$ cat src/rtl/drive_params_defines.svh
// offsets, field positions, reset values and codes of the drive parameter set
// assumes inclusion by bare name from the top module and the bench files
`ifndef DRIVE_PARAMS_DEFINES_SVH
`define DRIVE_PARAMS_DEFINES_SVH

// parameter addresses as seen by the fieldbus
`define ADDR_ETH_ERR_CLASS 16'h190C
`define ADDR_CTRL_WORD 16'h1B02
`define ADDR_STATUS_WORD 16'h1B04
`define ADDR_OPMODE 16'h1B06
`define ADDR_TRANSITION 16'h1B26

// reset values
`define RST_ETH_ERR_CLASS 16'h0000
`define RST_CTRL_WORD 16'h0000
`define RST_OPMODE 16'h0000
`define RST_TRANSITION 16'h0000

// control word fields
`define CW_SWITCH_ON 0
`define CW_ENABLE_VOLTAGE 1
`define CW_QUICK_STOP 2
`define CW_ENABLE_OPERATION 3
`define CW_MODE_LSB 4
`define CW_MODE_MSB 6
`define CW_FAULT_RESET 7
`define CW_HALT 8

// status word fields
`define SW_VOLTAGE_ENABLED 4
`define SW_WARNING 7
`define SW_HALT_ACTIVE 8
`define SW_REMOTE 9
`define SW_TARGET_REACHED 10
`define SW_MODE_SPECIFIC 12
`define SW_MOTION_ERROR 13
`define SW_MOTION_FINISHED 14
`define SW_HOMING_VALID 15

// operating mode codes, signed 16-bit
`define OPMODE_PROFILE_POS 16'h0001
`define OPMODE_PROFILE_VEL 16'h0003
`define OPMODE_HOMING 16'h0006
`define OPMODE_JOG 16'hFFFF

// state numbers and the shutdown command pattern on bits 2..0
`define STATE_SWITCH_ON_DISABLED 4'h3
`define CMD_SHUTDOWN_MASK 16'h0007
`define CMD_SHUTDOWN_VALUE 16'h0006

// setting values
`define TRANSITION_AUTOMATIC 16'h0000
`define ETH_CLASS_WARNING 16'h0000
`define ETH_CLASS_QUICK_STOP 16'h0001

`endif

$ cat src/rtl/drive_params_pkg.sv
// types shared by the drive parameter set and its surroundings
// needs nothing from the defines header
package drive_params_pkg;

  typedef enum logic [2:0] {
    MODE_NONE = 3'b000,
    MODE_PROFILE_POS = 3'b001,
    MODE_PROFILE_VEL = 3'b010,
    MODE_HOMING = 3'b011,
    MODE_JOG = 3'b100
  } op_mode_t;

  typedef enum logic [1:0] {
    ADV_IDLE = 2'b00,
    ADV_REQ = 2'b01,
    ADV_WAIT = 2'b10
  } adv_state_t;

  typedef struct packed {
    logic switch_on;
    logic enable_voltage;
    logic quick_stop;
    logic enable_operation;
    logic [2:0] mode_bits;
    logic fault_reset;
    logic halt;
  } ctrl_decode_t;

  typedef struct packed {
    logic [5:0] sm_bits;
    logic voltage_enabled;
    logic warning;
    logic remote;
    logic target_reached;
    logic mode_specific;
    logic motion_error;
    logic motion_finished;
    logic homing_valid;
  } status_in_t;

endpackage

$ cat src/rtl/drive_control_status_params.sv
// control and status parameter set of the motor drive, fieldbus side
// assumes the drive core shares SYS_CLK_IN and answers state changes itself
`timescale 1ns/1ps
`include "drive_params_defines.svh"

module drive_control_status_params #(
  parameter bit CANOPEN_VARIANT = 1'b1
) (
  // clock, reset, enable
  input wire logic SYS_CLK_IN,
  input wire logic SYS_RST_IN,
  input wire logic CE_IN,
  // fieldbus parameter access
  input wire logic [15:0] PAR_ADDR_IN,
  input wire logic PAR_WR_IN,
  input wire logic PAR_RD_IN,
  input wire logic [15:0] PAR_WDATA_IN,
  output logic [15:0] PAR_RDATA_OUT,
  output logic PAR_ACK_OUT,
  output logic PAR_ERR_OUT,
  // drive core state
  input wire logic [3:0] DRIVE_STATE_IN,
  input wire drive_params_pkg::status_in_t STATUS_IN,
  input wire logic ETH_DATA_ERR_IN,
  // decoded commands to the drive core
  output drive_params_pkg::ctrl_decode_t CTRL_OUT,
  output drive_params_pkg::op_mode_t MODE_OUT,
  output logic ADVANCE_REQ_OUT,
  output logic ETH_WARN_OUT,
  output logic QUICK_STOP_REQ_OUT
);
  import drive_params_pkg::*;

  function automatic op_mode_t mode_decode(input logic [15:0] code);
    case (code)
      `OPMODE_PROFILE_POS: mode_decode = MODE_PROFILE_POS;
      `OPMODE_PROFILE_VEL: mode_decode = MODE_PROFILE_VEL;
      `OPMODE_HOMING: mode_decode = MODE_HOMING;
      `OPMODE_JOG: mode_decode = MODE_JOG;
      default: mode_decode = MODE_NONE;
    endcase
  endfunction

  // register group
  logic [15:0] eth_class_reg, eth_class_next;
  logic [15:0] ctrl_reg, ctrl_next;
  logic [15:0] opmode_reg, opmode_next;
  logic [15:0] trans_reg, trans_next;
  logic [15:0] status_reg, status_next;
  logic [15:0] rdata_reg, rdata_next;
  logic ack_reg, ack_next;
  logic err_reg, err_next;
  logic ctrl_wr_reg, ctrl_wr_next;
  logic eth_warn_sticky_reg, eth_warn_sticky_next;
  logic hit;
  logic writable;

  // bus access and status capture
  always_comb begin
    eth_class_next = eth_class_reg;
    ctrl_next = ctrl_reg;
    opmode_next = opmode_reg;
    trans_next = trans_reg;
    rdata_next = rdata_reg;
    ack_next = 1'b0;
    err_next = 1'b0;
    ctrl_wr_next = 1'b0;
    hit = 1'b1;
    writable = 1'b1;
    case (PAR_ADDR_IN)
      `ADDR_ETH_ERR_CLASS: rdata_next = eth_class_reg;
      `ADDR_CTRL_WORD: rdata_next = ctrl_reg;
      `ADDR_STATUS_WORD: begin
        rdata_next = status_reg;
        writable = 1'b0;
      end
      `ADDR_OPMODE: rdata_next = opmode_reg;
      `ADDR_TRANSITION: rdata_next = trans_reg;
      default: begin
        rdata_next = 16'h0000;
        hit = 1'b0;
        writable = 1'b0;
      end
    endcase
    if (PAR_RD_IN || PAR_WR_IN) begin
      ack_next = 1'b1;
      err_next = !hit || (PAR_WR_IN && !writable);
    end
    if (!PAR_RD_IN) begin
      rdata_next = rdata_reg;
    end
    if (PAR_WR_IN && writable) begin
      case (PAR_ADDR_IN)
        `ADDR_ETH_ERR_CLASS: eth_class_next = PAR_WDATA_IN;
        `ADDR_CTRL_WORD: begin
          ctrl_next = PAR_WDATA_IN;
          ctrl_wr_next = 1'b1;
        end
        `ADDR_OPMODE: opmode_next = PAR_WDATA_IN;
        `ADDR_TRANSITION: trans_next = PAR_WDATA_IN;
        default: ctrl_wr_next = 1'b0;
      endcase
    end
    // eth warning stays up until a fault reset; a new error wins
    eth_warn_sticky_next = eth_warn_sticky_reg;
    if (ctrl_wr_next && PAR_WDATA_IN[`CW_FAULT_RESET]) begin
      eth_warn_sticky_next = 1'b0;
    end
    if (ETH_DATA_ERR_IN && eth_class_reg == `ETH_CLASS_WARNING) begin
      eth_warn_sticky_next = 1'b1;
    end
    status_next = 16'h0000;
    status_next[3:0] = STATUS_IN.sm_bits[3:0];
    status_next[6:5] = STATUS_IN.sm_bits[5:4];
    status_next[`SW_VOLTAGE_ENABLED] = STATUS_IN.voltage_enabled;
    status_next[`SW_WARNING] = STATUS_IN.warning || eth_warn_sticky_reg;
    status_next[`SW_TARGET_REACHED] = STATUS_IN.target_reached;
    status_next[`SW_HALT_ACTIVE] = ctrl_reg[`CW_HALT];
    status_next[`SW_REMOTE] = STATUS_IN.remote;
    status_next[`SW_MODE_SPECIFIC] = STATUS_IN.mode_specific;
    status_next[`SW_MOTION_ERROR] = STATUS_IN.motion_error;
    status_next[`SW_MOTION_FINISHED] = STATUS_IN.motion_finished;
    status_next[`SW_HOMING_VALID] = STATUS_IN.homing_valid;
  end

  always_ff @(posedge SYS_CLK_IN or posedge SYS_RST_IN) begin
    if (SYS_RST_IN) begin
      eth_class_reg <= `RST_ETH_ERR_CLASS;
      ctrl_reg <= `RST_CTRL_WORD;
      opmode_reg <= `RST_OPMODE;
      trans_reg <= `RST_TRANSITION;
      status_reg <= 16'h0000;
      rdata_reg <= 16'h0000;
      ack_reg <= 1'b0;
      err_reg <= 1'b0;
      ctrl_wr_reg <= 1'b0;
      eth_warn_sticky_reg <= 1'b0;
    end else if (CE_IN) begin
      eth_class_reg <= eth_class_next;
      ctrl_reg <= ctrl_next;
      opmode_reg <= opmode_next;
      trans_reg <= trans_next;
      status_reg <= status_next;
      rdata_reg <= rdata_next;
      ack_reg <= ack_next;
      err_reg <= err_next;
      ctrl_wr_reg <= ctrl_wr_next;
      eth_warn_sticky_reg <= eth_warn_sticky_next;
    end
  end

  // decoded command group
  ctrl_decode_t ctrl_dec_reg, ctrl_dec_next;
  op_mode_t mode_reg, mode_next;
  logic warn_reg, warn_next;
  logic qstop_reg, qstop_next;

  always_comb begin
    ctrl_dec_next.switch_on = ctrl_reg[`CW_SWITCH_ON];
    ctrl_dec_next.enable_voltage = ctrl_reg[`CW_ENABLE_VOLTAGE];
    ctrl_dec_next.quick_stop = ctrl_reg[`CW_QUICK_STOP];
    ctrl_dec_next.enable_operation = ctrl_reg[`CW_ENABLE_OPERATION];
    ctrl_dec_next.mode_bits = ctrl_reg[`CW_MODE_MSB:`CW_MODE_LSB];
    ctrl_dec_next.fault_reset = ctrl_reg[`CW_FAULT_RESET];
    ctrl_dec_next.halt = ctrl_reg[`CW_HALT];
    mode_next = mode_decode(opmode_reg);
    warn_next = ETH_DATA_ERR_IN && eth_class_reg == `ETH_CLASS_WARNING;
    qstop_next = ETH_DATA_ERR_IN && eth_class_reg == `ETH_CLASS_QUICK_STOP;
  end

  always_ff @(posedge SYS_CLK_IN or posedge SYS_RST_IN) begin
    if (SYS_RST_IN) begin
      ctrl_dec_reg <= '0;
      mode_reg <= MODE_NONE;
      warn_reg <= 1'b0;
      qstop_reg <= 1'b0;
    end else if (CE_IN) begin
      ctrl_dec_reg <= ctrl_dec_next;
      mode_reg <= mode_next;
      warn_reg <= warn_next;
      qstop_reg <= qstop_next;
    end
  end

  // switch-on-disabled to ready-to-switch-on advance
  adv_state_t adv_reg, adv_next;
  logic auto_mode;
  logic shutdown_cmd;
  logic in_disabled;

  always_comb begin
    auto_mode = !CANOPEN_VARIANT || trans_reg == `TRANSITION_AUTOMATIC;
    shutdown_cmd = ctrl_wr_reg &&
      ((ctrl_reg & `CMD_SHUTDOWN_MASK) == `CMD_SHUTDOWN_VALUE);
    in_disabled = DRIVE_STATE_IN == `STATE_SWITCH_ON_DISABLED;
    adv_next = adv_reg;
    case (adv_reg)
      ADV_IDLE: begin
        if (in_disabled && (auto_mode || shutdown_cmd)) begin
          adv_next = ADV_REQ;
        end
      end
      ADV_REQ: adv_next = ADV_WAIT;
      ADV_WAIT: begin
        if (!in_disabled) begin
          adv_next = ADV_IDLE;
        end
      end
      default: adv_next = ADV_IDLE;
    endcase
  end

  always_ff @(posedge SYS_CLK_IN or posedge SYS_RST_IN) begin
    if (SYS_RST_IN) begin
      adv_reg <= ADV_IDLE;
    end else if (CE_IN) begin
      adv_reg <= adv_next;
    end
  end

  assign PAR_RDATA_OUT = rdata_reg;
  assign PAR_ACK_OUT = ack_reg;
  assign PAR_ERR_OUT = err_reg;
  assign CTRL_OUT = ctrl_dec_reg;
  assign MODE_OUT = mode_reg;
  assign ADVANCE_REQ_OUT = (adv_reg == ADV_REQ);
  assign ETH_WARN_OUT = warn_reg;
  assign QUICK_STOP_REQ_OUT = qstop_reg;

endmodule

$ cat config.mk
export PLATFORM = sky130hd
export DESIGN_NAME = drive_control_status_params
export DESIGN_NICKNAME = d
export VERILOG_FILES = /design/src/rtl/drive_params_pkg.sv /design/src/rtl/drive_control_status_params.sv
export VERILOG_INCLUDE_DIRS = /design/src /design/src/rtl
export SDC_FILE = /design/constraint.sdc
export NUM_CORES = 1
export LEC_CHECK = 0
export ABC_AREA = 1
export BUFFER_PORTS_ARGS = -buffer_cell sky130_fd_sc_hd__buf_2
export CAP_MARGIN = 20
export CORE_MARGIN = 2
export CORE_UTILIZATION = 57
export CTS_CLUSTER_SIZE = 24
export DETAILED_ROUTE_END_ITERATION = 6
export GPL_ROUTABILITY_DRIVEN = 0
export PLACE_DENSITY = 0.79
export SLEW_MARGIN = 0
export SYNTH_ARGS = -nofsm -noshare
export SYNTH_HDL_FRONTEND = slang
export SYNTH_SLANG_ARGS = --single-unit
$ cat constraint.sdc
create_clock -name SYS_CLK_IN -period 3.65 [get_ports SYS_CLK_IN]
set_input_delay 0 -clock SYS_CLK_IN [delete_from_list [all_inputs] [get_ports SYS_CLK_IN]]
set_output_delay 0 -clock SYS_CLK_IN [all_outputs]
set_load 0.01 [all_outputs]
* Word level (Yosys, flattened, before mapping) *
Index checks and enable logic that the tools add are counted.

operators by class
  eq/ne operators = 16
  mux-type cells = 13
  reductions and logical operators = 26

operator list
  kind                    count
  $eq A16 B13 Y1 const B  5
  $pmux W16 S5            1
  $eq A16 B1 Y1 const B   2
  $logic_not A16 Y1       2
  $eq A16 B16 Y1 const B  1
  $eq A16 B2 Y1 const B   1
  $eq A16 B3 Y1 const B   1
  $reduce_and A3 Y1       5
  $pmux W3 S4             1
  $mux W1                 8
  $logic_and A1 B1 Y1     7
  $pmux W2 S3             1
  $reduce_or A5 Y1        1
  $eq A4 B2 Y1 const B    1
  $logic_or A1 B1 Y1      4
  $mux W2                 2
  $ne A2 B2 Y1 const B    2
  $reduce_and A2 Y1       2
  $reduce_or A4 Y1        1
  $eq A3 B3 Y1 const B    1
  $eq A2 B1 Y1 const B    1
  $eq A2 B2 Y1 const B    1
  $logic_not A1 Y1        2
  $logic_not A2 Y1        1
  $reduce_bool A2 Y1      1

word-level totals
  flip-flop bits (word level) = 115
  input port bits = 56
  output and inout port bits = 33

* Logic depth before layout (Yosys ltp) *
  depth in word-level cells = 8
  depth in mapped cells = 11
  depth with buffers taken out = 10

* Worst setup path after synthesis *
Ideal clock, no wire load.

  path type = input port to flip-flop
  start point = input port PAR_ADDR_IN[4]
  end point = register eth_class_reg[2]
  library setup time = 0.117 ns
  data arrival time = 1.028 ns
  required time = 3.533 ns
  slack = 2.504 ns
  stages on the path = 11
  path buffers = 1
  cell sequence = inv_1 > nand2_1 > nor2_4 > nand2_1 > nor2_8 > nor2_2 > nand2_4 > nand3_4 > buf_6 > nand2_1 > nand2_1

between the ends
  longest elaborated chain between the ends = 5
  elaborated cells between the ends (all ways) = 8

RTL lines
  what                                      line                                                                  text
  start, declared                           drive_control_status_params.sv:14                                     input wire logic [15:0] PAR_ADDR_IN,
  $eq A16 B13 Y1, on equally long branches  drive_control_status_params.sv:70, drive_control_status_params.sv:93
  $reduce_or A4 Y1 (no source line)         --
  $mux W1                                   drive_control_status_params.sv:70                                     case (PAR_ADDR_IN)
  $logic_and A1 B1 Y1                       drive_control_status_params.sv:92                                     if (PAR_WR_IN && writable) begin
  $reduce_and A3 Y1 (no source line) (*)    --
  end signal, assigned                      drive_control_status_params.sv:128                                    eth_class_reg <= `RST_ETH_ERR_CLASS;
  end signal, assigned                      drive_control_status_params.sv:139                                    eth_class_reg <= eth_class_next;
  end, declared                             drive_control_status_params.sv:45                                     logic [15:0] eth_class_reg, eth_class_next;

Every way passes the cells marked *; elsewhere a longest branch is shown, timed or not.
A chain may end at the register's enable or synchronous reset.

* Final worst setup path *
  start point = input port CE_IN
  end point = register ctrl_reg[8]

between the ends
  longest elaborated chain between the ends = 1

RTL lines
  what                                line                                text
  start, declared                     drive_control_status_params.sv:12   input wire logic CE_IN,
  $reduce_and A3 Y1 (no source line)  --
  end signal, assigned                drive_control_status_params.sv:129  ctrl_reg <= `RST_CTRL_WORD;
  end signal, assigned                drive_control_status_params.sv:140  ctrl_reg <= ctrl_next;
  end, declared                       drive_control_status_params.sv:46   logic [15:0] ctrl_reg, ctrl_next;

Every way passes these cells.

==> flow_summary.toml <==
[routing]
drt-total-wl_um = 16200
ant_nets = 0
wl_per_cell_um = 15.9
routed-via-count = 5564
drc = 0
drtIter0Drc = 562
vias_per_cell = 5.44
drt_first_pass_iters = 6

[floorplanning]
die_h_um = 104
initial_core_util_pct = 58.4
io_pins = 89
rows = 36
die_width_um = 104
core_area_sq_mm = 0.00968
dieArea_sq_mm = 0.0107

[logic_synthesis]
synth_area_per_cell_sq_um = 7.55
syn_nets = 805
async_flop_share_pct = 100
syn_area_sq_mm = 0.00566
yosysSeqAreaShare_pct = 50.4
synth_most_common_cell = "nand2_1"
synth-seq-cells = 114
ys.warnings.count = 0
synthTopCellsByCount = "253 x nand2_1, 128 x inv_1, 114 x dfrtp_1"
synth_top_area_cell = "dfrtp_1"
synth_cell_type_count = 28
synth_cells = 749
synth-main-ff-cell = "dfrtp_1"
synth-edff-count = 0
yosys.area.top_type_share_pct = 50.4
netlist_top_cells_area = "dfrtp_1 50%, nand2_1 17%, inv_1 8.5%, o21ai_0 6.9%, nor2_1 3.1%"

[power]
p_clk_share_pct = 52.3
power.leakage_nw = 3.94
comb_power_share_pct = 7.6
switchingPower_w = 0.000753
intPower_w = 0.00257
switching_share_pct = 22.7
pwr-share-seq_pct = 40.1
ir_worst_vdd_mv = 0.278
power_w = 0.00332
power_density_mw_per_mm2 = 460

[setup_path]
worstPathRequired_ns = 4.06
critPathBufInv = 4
crit_chain = "dlygate4sd3_1 -> buf_2 -> nand2_1 -> inv_1 -> nand2_2 -> o21ai_0 -> inv_1"
crit_path_start_kind = "primary input"
crit_type = "in2reg"
crit_arrival_ns = 2.47
crit_top_cell = "inv_1"
max_stage_delay_ns = 0.60
critPathSlowestCell = "nand2_2"
critical_path_peak_fanout = 34
endpoint_kind = "flip-flop"
cp_top_family = "buffers and inverters"

[clocking]
clock_latency_ns = 0.54
cts_sinks = 114
cts.path.max_buffers = 2
numCtsBuffers = 17
cts_root_buffer = "clkbuf_8"
clk_pin_slew_ns = 0.06
cts_tree = "built"
ctsResizeCount = 0
htreeDepth = 4
cts_setup_buffers = 0

[final_layout]
syn2layout_area_growth_pct = 27.7
nets = 932
diodes = 0
drive_above_1_share_pct = 16.5
design_area_sq_mm = 0.00722

[timing]
tightestPinTransition_ns = 0.907
period_minus_slack_ns = 2.06
finalSetupViolations = 0
maxSlewHeadroom_pct = 39.4
clock.fmax_mhz = 485
rsz0062_at_grt = "no"
slew_viol_final = 0
post-route-period-util_pct = 56.5
hold_viol = 0
skew_ns = 0.00658
fin_hold_ws_ns = 0.127
tns_ns = 0

[grt]
grt_pass1_wl_um = 26500
grt_pass1_vias = 5364
grt_max_degree = 57
grt-ovfl-total = 0
antenna_found_initial = 0
grtUsageTotal_pct = 31.2

[placed_design]
dp_hpwl_um = 10100
io_buffers = 88
place_area_sq_mm = 0.00615

[run]
max-cap-violations = 0

[run_status]
status = "finished clean"

[worst_hold_path]
hp-class = "in2reg"
-- per-layer routing --
layer | GRT usage (%) | vias to the layer above | part of all wire, % | routed length [um]
met4 | 11.6 | 0 | 2.8 | 459
met5 | 0 | - | 0 | 0
li1 | - | 2558 | - | -
met2 | 50.0 | 311 | 47 | 7660
met1 | 41.8 | 2644 | 40 | 6470
met3 | 7.43 | 51 | 10 | 1650
-- what timing repair did --
item / 4_1_cts / 5_1_grt
setup endpoints to repair: 0 / 0
hold buffers: 45 / 0
hold endpoints to repair: 140 / 0
-- power groups by stage --
stage | Combinational [W] | Sequential [W] | Clock, W
2_1_floorplan | 0.0000968 | 0.00136 | 0
3_3_place_gp | 0.000202 | 0.00135 | 0
3_5_place_dp | 0.000208 | 0.00135 | 0
4_1_cts | 0.000249 | 0.00133 | 0.00173
5_1_grt | 0.000278 | 0.00134 | 0.00180
6_report | 0.000252 | 0.00133 | 0.00174
-- cells by family after synthesis --
family,count (synthesis),synth area share [%]
AO/OA/AOI/OAI,102,9.16
buffers and inverters,160,11.1
flip-flops,114,50.4
AND/OR/NAND/NOR,373,29.3
-- final timing paths --
check / slack, ns / startpoint / cells past startpoint / to
worst max register to register: 2.12 / adv_reg[0]$_DFFE_PP0P_ / 6 / adv_reg[0]$_DFFE_PP0P_
worst min register to register: 0.48 / eth_class_reg[1]$_DFFE_PP0P_ / 2 / eth_class_reg[1]$_DFFE_PP0P_
worst min-delay path: 0.13 / PAR_ADDR_IN[6] / 8 / PAR_RDATA_OUT[0]$_DFFE_PP0P_
min in group asynchronous: 0.14 / SYS_RST_IN / 3 / PAR_RDATA_OUT[0]$_DFFE_PP0P_
worst max-delay path: 1.59 / CE_IN / 7 / ctrl_reg[8]$_DFFE_PP0P_
max in group asynchronous: 2.63 / SYS_RST_IN / 4 / opmode_reg[14]$_DFFE_PP0P_
-- cells in the final DEF, fill, tap and decap left out, types with 2 or more instances in the layout --
master,netlist,final
nand4_1,20,20
nor2_1,47,47
clkbuf_8,0,4
inv_2,3,3
o21ai_0,78,78
buf_4,3,3
nor2_8,4,4
clkinv_2,0,4
clkbuf_16,0,16
nand2_1,253,253
o21ai_1,6,6
nor2_2,3,3
inv_1,128,127
nor2_4,3,3
nor3_1,3,3
dfrtp_1,114,114
clkbuf_1,15,2
nand2_2,6,6
nand2_4,3,3
bufinv_16,0,4
a21oi_1,16,16
clkinvlp_4,0,2
nor4_1,9,9
buf_2,8,88
dlygate4sd3_1,0,45
nand3_1,19,19
-- final cells by class --
type,count,area [sq um]
fill,736,2460
tap,133,166
multi-input combinational,475,2170
clock buffer,22,463
sequential,114,2850
clock inverter,10,155
timing repair buffer,136,913
inverter,132,498
-- stage by stage --
stage / util (%) / worst slack [ns] / std cells
5_1_grt: 74.6 / 1.48 / 1022
3_3_place_gp: 63.5 / 1.86 / 945
4_1_cts: 74.6 / 1.77 / 1022
2_1_floorplan: - / 0.634 / 749
6_report: 74.6 / 1.59 / 1022
3_5_place_dp: 63.5 / 1.80 / 945
-- worst min-delay path, cell delays in order --
cell and delay [ns]:
buf_2 0.09, nor2_1 0.03, nand3_1 0.07, nor2_2 0.09, nand3_1 0.10, nand2_1 0.06
nor2_1 0.12, a21oi_1 0.07
Note: power is estimated with default switching activity, not from simulation.
